`src/chop_cfg_pkg.sv`:
```
// package: register map, field layout and resets of the chop and channel 0 slice
package chop_cfg_pkg;
  localparam int ADDR_W = 4;
  localparam int DATA_W = 32;
  localparam int REG_W  = 16;

  // printed register indices; byte address is four times the index
  localparam logic [ADDR_W-1:0] IDX_CHOP_CFG  = 4'h6;
  localparam logic [ADDR_W-1:0] IDX_RSVD_07   = 4'h7;
  localparam logic [ADDR_W-1:0] IDX_RSVD_08   = 4'h8;
  localparam logic [ADDR_W-1:0] IDX_INPUT_CFG = 4'h9;
  localparam logic [ADDR_W-1:0] IDX_OCAL_HIGH = 4'hA;
  localparam logic [ADDR_W-1:0] IDX_OCAL_LOW  = 4'hB;
  localparam logic [ADDR_W-1:0] IDX_STATUS    = 4'hC;

  // field positions
  localparam int CHOP_DLY_LSB = 9;
  localparam int CHOP_DLY_W   = 4;
  localparam int CHOP_EN_BIT  = 8;
  localparam int MUX_LSB      = 0;
  localparam int MUX_W        = 2;
  localparam int OCAL_LOW_LSB = 8;

  // writable masks (read-only reserved bits read zero)
  localparam logic [REG_W-1:0] MASK_RW      = 16'hFFFF;
  localparam logic [REG_W-1:0] MASK_RSVD_08 = 16'hFF0F;
  localparam logic [REG_W-1:0] MASK_INPUT_CFG = 16'hFFC7;
  localparam logic [REG_W-1:0] MASK_OCAL_LO = 16'hFF00;

  // reset values
  localparam logic [REG_W-1:0] RST_CHOP_CFG = 16'h0600;
  localparam logic [REG_W-1:0] RST_ZERO     = 16'h0000;

  // answer returned on unmapped read
  localparam logic [DATA_W-1:0] UNMAPPED_READ = 32'h0000_0000;

  // input routing codes
  typedef enum logic [1:0] {
    MUX_PINS  = 2'h0,
    MUX_SHORT = 2'h1,
    MUX_TPOS  = 2'h2,
    MUX_TNEG  = 2'h3
  } mux_sel_t;

  localparam int DLY_CNT_W = 17;
endpackage

```
`src/chop_settle_timer.sv`:
```
// settle timer: counts modulator clock enables after a chop phase change
`timescale 1ns/1ns
module chop_settle_timer
  import chop_cfg_pkg::*;
(
  input  wire logic                  clk,
  input  wire logic                  srst,
  input  wire logic                  modTick,
  input  wire logic                  start,
  input  wire logic [CHOP_DLY_W-1:0] delayCode,
  output logic                       settling,
  output logic                       settled
);
  logic [DLY_CNT_W-1:0] remaining;

  // code n gives 2^(n+1) modulator periods: 2 .. 65536
  function automatic logic [DLY_CNT_W-1:0] delay_periods(input logic [CHOP_DLY_W-1:0] code);
    delay_periods = DLY_CNT_W'(17'h1) << ({1'b0, code} + 5'h01);
  endfunction

  wire logic lastTick = settling && modTick && (remaining == DLY_CNT_W'(1));

  always_ff @(posedge clk) begin
    if (srst) begin
      remaining <= '0;
      settling  <= 1'b0;
      settled   <= 1'b0;
    end else if (start) begin
      remaining <= delay_periods(delayCode);
      settling  <= 1'b1;
      settled   <= 1'b0;
    end else begin
      settled <= lastTick;
      if (lastTick)
        settling <= 1'b0;
      if (settling && modTick)
        remaining <= remaining - DLY_CNT_W'(1);
    end
  end
endmodule

```
`src/chop_ch0_regs.sv`:
```
// register bank: global chop configuration and channel 0 input and offset
//
// Notes on behaviour
// - bits 12:9 pick settle delay 2^(code+1) modulator periods, reset 16
// - bit 8 turns chop mode on; off after reset
// - bits 1:0 route channel 0: pins, shorted, positive or negative test
// - high offset register holds offset bits 23:8
// - low offset register holds bits 7:0 in upper byte; lower byte reads zero
`timescale 1ns/1ns
module chop_ch0_regs
  import chop_cfg_pkg::*;
(
  input  wire logic                   clk,
  input  wire logic                   srst,
  input  wire logic [ADDR_W+1:0]      address,
  input  wire logic                   read,
  input  wire logic                   write,
  input  wire logic [DATA_W-1:0]      writedata,
  input  wire logic [3:0]             byteenable,
  output logic [DATA_W-1:0]           readdata,
  output logic                        waitrequest,
  output logic [1:0]                  response,
  input  wire logic                   modTick,
  input  wire logic                   chopPhaseStart,
  output logic                        chop_mode_on,
  output logic [CHOP_DLY_W-1:0]       chop_settle_delay,
  output logic                        chopSettling,
  output logic                        chopSettled,
  output mux_sel_t                    ch_zero_input_select,
  output logic signed [23:0]          chZeroOffset
);
  import chop_cfg_pkg::*;

  logic [REG_W-1:0] chopCfg;
  logic [REG_W-1:0] rsvd07;
  logic [REG_W-1:0] rsvd08;
  logic [REG_W-1:0] ch0Cfg;
  logic [REG_W-1:0] ch_zero_offset_high_word;
  logic [REG_W-1:0] ocalLow;
  logic             served;
  logic             settlingNow;
  logic             settledNow;

  function automatic logic [REG_W-1:0] merge(input logic [REG_W-1:0] old,
                                             input logic [REG_W-1:0] data,
                                             input logic [1:0]       be,
                                             input logic [REG_W-1:0] mask);
    logic [REG_W-1:0] lane;
    lane = {{8{be[1]}}, {8{be[0]}}} & mask;
    merge = (old & ~lane) | (data & lane);
  endfunction

  // one wait cycle, then the request is served
  wire logic              req     = (read || write) && !served;
  wire logic [ADDR_W-1:0] idx     = address[ADDR_W+1:2];
  wire logic              alignOk = (address[1:0] == 2'h0);
  wire logic              hitChop = alignOk && (idx == IDX_CHOP_CFG);
  wire logic              hit07   = alignOk && (idx == IDX_RSVD_07);
  wire logic              hit08   = alignOk && (idx == IDX_RSVD_08);
  wire logic              hitCh0  = alignOk && (idx == IDX_INPUT_CFG);
  wire logic              hitHigh = alignOk && (idx == IDX_OCAL_HIGH);
  wire logic              hitLow  = alignOk && (idx == IDX_OCAL_LOW);
  wire logic              hitStat = alignOk && (idx == IDX_STATUS);
  wire logic              mapped  = hitChop | hit07 | hit08 | hitCh0 | hitHigh | hitLow
                                    | hitStat;
  wire logic              doWrite = req && write;
  wire logic [REG_W-1:0]  wdata   = writedata[REG_W-1:0];
  wire logic [1:0]        be      = byteenable[1:0];

  wire logic [REG_W-1:0] statusWord = {13'h0000, chop_mode_on, settledNow, settlingNow};

  wire logic [REG_W-1:0] readMux =
      hitChop ? chopCfg :
      hit07   ? rsvd07 :
      hit08   ? (rsvd08 & MASK_RSVD_08) :
      hitCh0  ? (ch0Cfg & MASK_INPUT_CFG) :
      hitHigh ? ch_zero_offset_high_word :
      hitLow  ? (ocalLow & MASK_OCAL_LO) :
      statusWord;

  wire logic [DATA_W-1:0] next_readdata = mapped ? {16'h0000, readMux} : UNMAPPED_READ;
  wire logic [1:0]        next_response = mapped ? 2'h0 : 2'h3;
  wire logic [7:0]        ch_zero_offset_low_byte = ocalLow[REG_W-1:OCAL_LOW_LSB];

  always_ff @(posedge clk) begin
    if (srst) begin
      served      <= 1'b0;
      waitrequest <= 1'b1;
      readdata    <= '0;
      response    <= 2'h0;
    end else begin
      served      <= req;
      waitrequest <= !req;
      if (req) begin
        readdata <= read ? next_readdata : '0;
        response <= next_response;
      end
    end
  end

  always_ff @(posedge clk) begin
    if (srst) begin
      chopCfg                  <= RST_CHOP_CFG;
      rsvd07                   <= RST_ZERO;
      rsvd08                   <= RST_ZERO;
      ch0Cfg                   <= RST_ZERO;
      ch_zero_offset_high_word <= RST_ZERO;
      ocalLow                  <= RST_ZERO;
    end else if (doWrite) begin
      if (hitChop)
        chopCfg <= merge(chopCfg, wdata, be, MASK_RW);
      if (hit07)
        rsvd07 <= merge(rsvd07, wdata, be, MASK_RW);
      if (hit08)
        rsvd08 <= merge(rsvd08, wdata, be, MASK_RSVD_08);
      if (hitCh0)
        ch0Cfg <= merge(ch0Cfg, wdata, be, MASK_INPUT_CFG);
      if (hitHigh)
        ch_zero_offset_high_word <= merge(ch_zero_offset_high_word, wdata, be, MASK_RW);
      if (hitLow)
        ocalLow <= merge(ocalLow, wdata, be, MASK_OCAL_LO);
    end
  end

  always_ff @(posedge clk) begin
    if (srst) begin
      chop_mode_on         <= 1'b0;
      chop_settle_delay    <= RST_CHOP_CFG[CHOP_DLY_LSB +: CHOP_DLY_W];
      ch_zero_input_select <= MUX_PINS;
      chZeroOffset         <= '0;
      chopSettling         <= 1'b0;
      chopSettled          <= 1'b0;
    end else begin
      chop_mode_on         <= chopCfg[CHOP_EN_BIT];
      chop_settle_delay    <= chopCfg[CHOP_DLY_LSB +: CHOP_DLY_W];
      ch_zero_input_select <= mux_sel_t'(ch0Cfg[MUX_LSB +: MUX_W]);
      chZeroOffset         <= {ch_zero_offset_high_word, ch_zero_offset_low_byte};
      chopSettling         <= settlingNow;
      chopSettled          <= settledNow;
    end
  end

  chop_settle_timer settleTimer (
    .clk       (clk),
    .srst      (srst),
    .modTick   (modTick),
    .start     (chopPhaseStart && chop_mode_on),
    .delayCode (chop_settle_delay),
    .settling  (settlingNow),
    .settled   (settledNow)
  );
endmodule

```
`config.mk`:
```
export PLATFORM = sky130hd
export DESIGN_NAME = chop_ch0_regs
export DESIGN_NICKNAME = d
export VERILOG_FILES = /design/src/chop_cfg_pkg.sv /design/src/chop_settle_timer.sv /design/src/chop_ch0_regs.sv
export SDC_FILE = /design/constraint.sdc
export NUM_CORES = 1
export LEC_CHECK = 0
export BUFFER_PORTS_ARGS = -buffer_cell sky130_fd_sc_hd__buf_2
export CAP_MARGIN = 15
export CORE_UTILIZATION = 50
export CTS_CLUSTER_SIZE = 30
export DETAILED_ROUTE_END_ITERATION = 6
export GPL_TIMING_DRIVEN = 0
export PLACE_DENSITY = 0.84
export REMOVE_ABC_BUFFERS = 1
export SYNTH_ARGS = -nofsm -noshare
export SYNTH_HDL_FRONTEND = slang
export SYNTH_HIERARCHICAL = 1
export SYNTH_SLANG_ARGS = --single-unit
```
`constraint.sdc`:
```
create_clock -name clk -period 1.8 [get_ports clk]
set_clock_uncertainty 0.15 [all_clocks]
set_input_delay 0.09 -clock clk [delete_from_list [all_inputs] [get_ports clk]]
set_output_delay 0.09 -clock clk [all_outputs]
set_load 0.02 [all_outputs]
```
# --- After elaboration in Yosys (flattened, before gate mapping) ---
# Cells that the tools add are included.
totals:
  regBits: 184
  inputBits: 48
  out_inout_bits: 68
op_classes:
  addsub: 2
  eq_ne: 8
  shifts: 1
  mux: 13
  bitwise: 26
  n_reduce_logical: 25
op_table:
  columns: ["op", "count"]
  rows:
  - ["AND 16 bit", 10]
  - ["2-to-1 mux 16 bit", 8]
  - ["bitwise OR 16 bit", 6]
  - ["inverter 16 bit", 4]
  - ["2-to-1 mux 17 bit", 2]
  - ["equality test 4 bit, second input constant", 5]
  - ["equality test 17 x 1 -> 1 bit, second input constant", 1]
  - ["left shift 1 x 5 -> 17 bit, first input constant", 1]
  - ["subtractor 17 x 1 -> 17 bit, second input constant", 1]
  - ["logical AND 1 bit", 12]
  - ["AND reduction 2 bit", 6]
  - ["equality test 4 x 3 -> 1 bit, second input constant", 2]
  - ["bitwise OR 1 bit", 6]
  - ["adder 4 x 1 -> 5 bit, second input constant", 1]
  - ["nonzero test 2 bit", 2]
  - ["zero test 1 bit", 2]
  - ["zero test 2 bit", 1]
  - ["2-to-1 mux 1 bit", 2]
  - ["2-to-1 mux 2 bit", 1]
  - ["OR reduction 2 bit", 1]
  - ["logical OR 1 bit", 1]

# --- Longest topological paths before layout ---
depth:
  depth_word: 10
  ltp_mapped: 7

# --- Modules after synthesis ---
# Netlist, hierarchy kept.
by_module_without_submodules:
  columns: ["mod", "instances", "cells_each", "area_each_um2"]
  rows:
  - ["chop_ch0_regs", 1, 540, 5358.9]
  - ["chop_settle_timer", 1, 148, 1203.7]

# --- Worst setup path before layout ---
# Ideal clock, no wire load.
synth_timing:
  path_type: "reg2reg"
  start: "register settleTimer.remaining[0]"
  end: "register settleTimer.remaining[8]"
  setup_ps: 86
  t_arrival_ps: 1559
  required_ps: 1564
  slack_ps: 6
  path_stages_with_launch: 7
  path_buffers: 0
  period_less_slack_ps: 1794
  cell_sequence: "dfxtp_1 inv_1 ha_1 or4b_4 o41ai_2 a21oi_1 a211oi_1"
synth_between:
  elab_chain_cells: 3
synth_rtl:
  columns: ["item", "line", "text"]
  rows:
  - ["start: declaration", "chop_settle_timer.sv:14", "logic [DLY_CNT_W-1:0] remaining;"]
  - ["start signal: assignment", "chop_settle_timer.sv:29", "remaining <= delay_periods(delayCode);"]
  - ["start signal: assignment", "chop_settle_timer.sv:37", "remaining <= remaining - DLY_CNT_W'(1);"]
  - ["subtractor 17 x 1 -> 17 bit", "chop_settle_timer.sv:37", null]
  - ["2-to-1 mux 17 bit", "chop_settle_timer.sv:36", "if (settling && modTick)"]
  - ["2-to-1 mux 17 bit", "chop_settle_timer.sv:28", "end else if (start) begin"]
# Every way passes these cells. The select of a mux whose other input is x is not followed.
# A chain may end at the register's enable or synchronous reset.

# --- Final worst setup path ---
layout_timing:
  start: "register settleTimer.remaining[1]"
  end: "register settleTimer.remaining[8]"
# Same word-level chain as after synthesis.

==> summary.txt <==
Place
  – Placed insts: roughly 900
  – HPWL Detailed: about 10,000 microns
  – Placer congestion estimate: 0.850
  – Pre-CTS setup slack: -621 ps
  – I/O Buffers: 81

Worst hold path
  – Hold Path Cell Cnt: 2
  – Hold Startpoint: srst
  – Hold crit path type: in -> reg

Logic synthesis
  – Largest family of logic cells by synthesized area: simple AND/OR/NAND/NOR gates
  – Post-Syn Area per Cell: between 9 and 10 sq um
  – Cells after Synth: 688
  – Synth cell types: 70
  – Post-synth EDFFs: 0
  – Complex-gate fraction of the synthesized area: roughly an eighth
  – Post-synthesis mux area share: 12.6%
  – Synthesized area: about 6600 sq um
  – Post-synthesis sequential area ratio: between 40% and 50%
  – Post-Synth Simple-Gate Area: 22.7%
  – Yosys reg bits: 152
  – Synth async-reset ratio: 0%
  – Post-Synth Adder-Cell Area: less than 1%
  – Yosys warns: 6
  – Post-Synth XOR/XNOR Area: 0.801%
  – Top FF cell, synth: dfxtp_1

Clock tree
  – CTS tree: yes
  – Clk slew on worst S/H paths: approximately 70 ps
  – Clk buf depth: 2
  – TritonCTS Buffers: 17
  – CTS sink count: 152
  – H-tree depth: 4
  – Clock root cell: clkbuf_16
  – Clk_lat worst skew: between 400 and 500 ps

Timing
  – Post-route clock period utilization: 102%
  – Worst-margin pin slew: between 700 and 800 ps
  – RSZ-0062 raised after global routing: true
  – Fin. max-slew vios: 0
  – Fmax: between 500 and 600 MHz
  – Setup Viol. Count Final: 2
  – Crit path time final: about 1800 ps
  – Endpoints failing hold: 0
  – Slack of the critical path: -35.4 ps
  – Max-slew headroom: roughly half

Global routing
  – First-pass GRT wire length: around 26,000 microns
  – Overall Global Routing Usage: 25.3%
  – Vias in the first global route: just over 5,000
  – Initial antenna violation count: 0
  – Pin count of the biggest net entering global routing: 69
  – Grt ovf: 0

Final layout
  – Area Growth Syn to Fin: 23.3%
  – Fin cells: 976
  – Nets: about 840
  – Share of layout cells above drive strength 1: between 20% and 30%
  – Diodes inserted: 0

Die
  – Ports: ~120
  – Core Region: roughly 13,000 sq um
  – Rows: just over 40
  – Die width: 117 microns
  – Chip height: roughly 120 microns
  – Starting Density: 51.6%
  – Die area: about 14,000 sq um

Drt
  – Total routed wirelength: 16,800 microns
  – Residual DRC count: 0
  – Drt first pass iters: 7
  – DRT antenna net count: 0
  – WL per Instance: roughly 17 microns
  – Initial DRC count: 440
  – Drt via density: around 5.7
  – DR vias: around 5,600

Setup path
  – Reg2Reg Depth: 6
  – Crit path kind: reg -> reg
  – Flop2flop setup slack: -40 ps
  – CP endpoint kind: flop
  – Startpoint types: flop
  – Worst R2R Start: settleTimer/remaining[1]
  – Worst setup path startpoint: settleTimer/remaining[1]
  – Reg-to-Reg End: settleTimer/remaining[8]
  – CP Data Arrival Time: between 2000 and 2500 ps
  – Critical Path RT: ~2000 ps
  – CP max FO: 4

Run status
  – Outcome: finished, violations left
  – Violated checks: setup timing

Power and ir drop
  – VDD IR max: ~0.83 mV
  – PwrDens: slightly below 900 nW/um^2
  – Leak: around 3.2 nW

Job
  – Max_cap viols: 0
[power by group]
group	internal (mW)	switching (mW)	total [mW]
combinational	0.117	0.257	0.374
clock	1.87	1.52	3.39
sequential	3.37	0.00805	3.38
total	5.36	1.79	7.15
[cell usage in the layout, fill, tap and decap left out, drive strengths merged, types with 4 or more instances in the layout]
cell	n
o21ai	22
a222oi	4
conb	16
a22oi	6
mux2i	69
a31oi	7
nand3	34
clkbuf	19
and3	4
xnor2	5
nor2	89
mux4	4
dfxtp	152
nor3	22
a211oi	4
o2111ai	4
o31ai	4
a32o	8
nand2	45
inv	17
dlygate4sd3	20
and2	4
or3	5
buf	105
nor2b	33
o221ai	4
clkinv	4
a21oi	34
mux2	4
nand3b	4
nor4	4
or2	4
[how the worst max path moves through the flow]
stage | to
after CTS | settleTimer/remaining[8]
after global placement | readdata[7]
after floorplan | readdata[6]
final | settleTimer/remaining[8]
after detailed placement | flop
after global routing | settleTimer/settling
[layer usage]
metal | vias up | track usage [%] | wire length, microns
li1 | 2632 | - | -
met1 | 2644 | 32.7 | 7200
met2 | 234 | 40.2 | 8090
met3 | 45 | 6.07 | 1060
met4 | 0 | 11.2 | 451
met5 | - | 0 | 0
[repair_timing]
action                                  CTS  global route
setup buffers                            16             6
hold buffers                             19             1
gates resized for setup                  14            25
endpoints found under the setup margin   85            60
hold endpoints to repair                 85             1
pin swaps                                11            10
gates cloned                              0             0
[cells in the mapped netlist (5+ instances only)]
library cell	count	area share [%]
nor2b_1	33	3.1
a32o_1	8	1.2
buf_4	18	2.1
inv_1	11	0.63
buf_2	8	0.61
nand3_1	32	2.4
clkbuf_1	24	1.4
a31oi_1	7	0.67
a21oi_1	34	2.6
nand2_1	44	2.5
mux2i_1	69	11
nor3_1	14	1.1
o21ai_0	18	1.4
xnor2_1	5	0.67
nor2_1	89	5.1
dfxtp_1	152	46
a22oi_1	6	0.69
nor3_4	7	1.7
or3_1	5	0.48
[cells by family (layout without fill, tap and decap cells)]
| logic type | count (synthesis) | in the layout |
|---|---|---|
| flops | 152 | 152 |
| xor+xnor | 6 | 6 |
| simple gates | 270 | 270 |
| buf+inv | 67 | 168 |
| fa+ha+maj | 2 | 2 |
| compound gates | 113 | 113 |
| other cells | 1 | 16 |
| mux | 77 | 77 |
[worst max-delay path: stages, from the launching register on]
cell and delay [ps]:
dfxtp_2 330, inv_2 80, ha_4 130, or4b_4 530
o41ai_4 240, a21oi_1 110, a211oi_1 200
[metrics by stage]
stage	hold slack (ps)	setup TNS [ps]	instance area (sq um)	utilization, %	power, mW
4_1_cts	19.2	-6.24	7950	62.5	7.16
2_1_floorplan	6.69	-6140	6300	-	3.59
5_1_grt	54.9	-401	8090	63.6	7.36
3_5_place_dp	232	-46120	6980	54.9	3.77
6_report	22.0	-47.1	8090	63.6	7.15
3_3_place_gp	221	-106560	6920	54.4	3.75
[layout make-up]
| class | instances | area [sq um] |
|---|---|---|
| clock buffer | 19 | 453 |
| clock inverter | 13 | 111 |
| fill | 1037 | 4630 |
| inverter | 11 | 43.8 |
| multi-input combinational | 484 | 3350 |
| sequential | 152 | 3050 |
| tap | 172 | 215 |
| timing repair buffer | 125 | 866 |
Note: power is estimated with default switching activity, not from simulation.
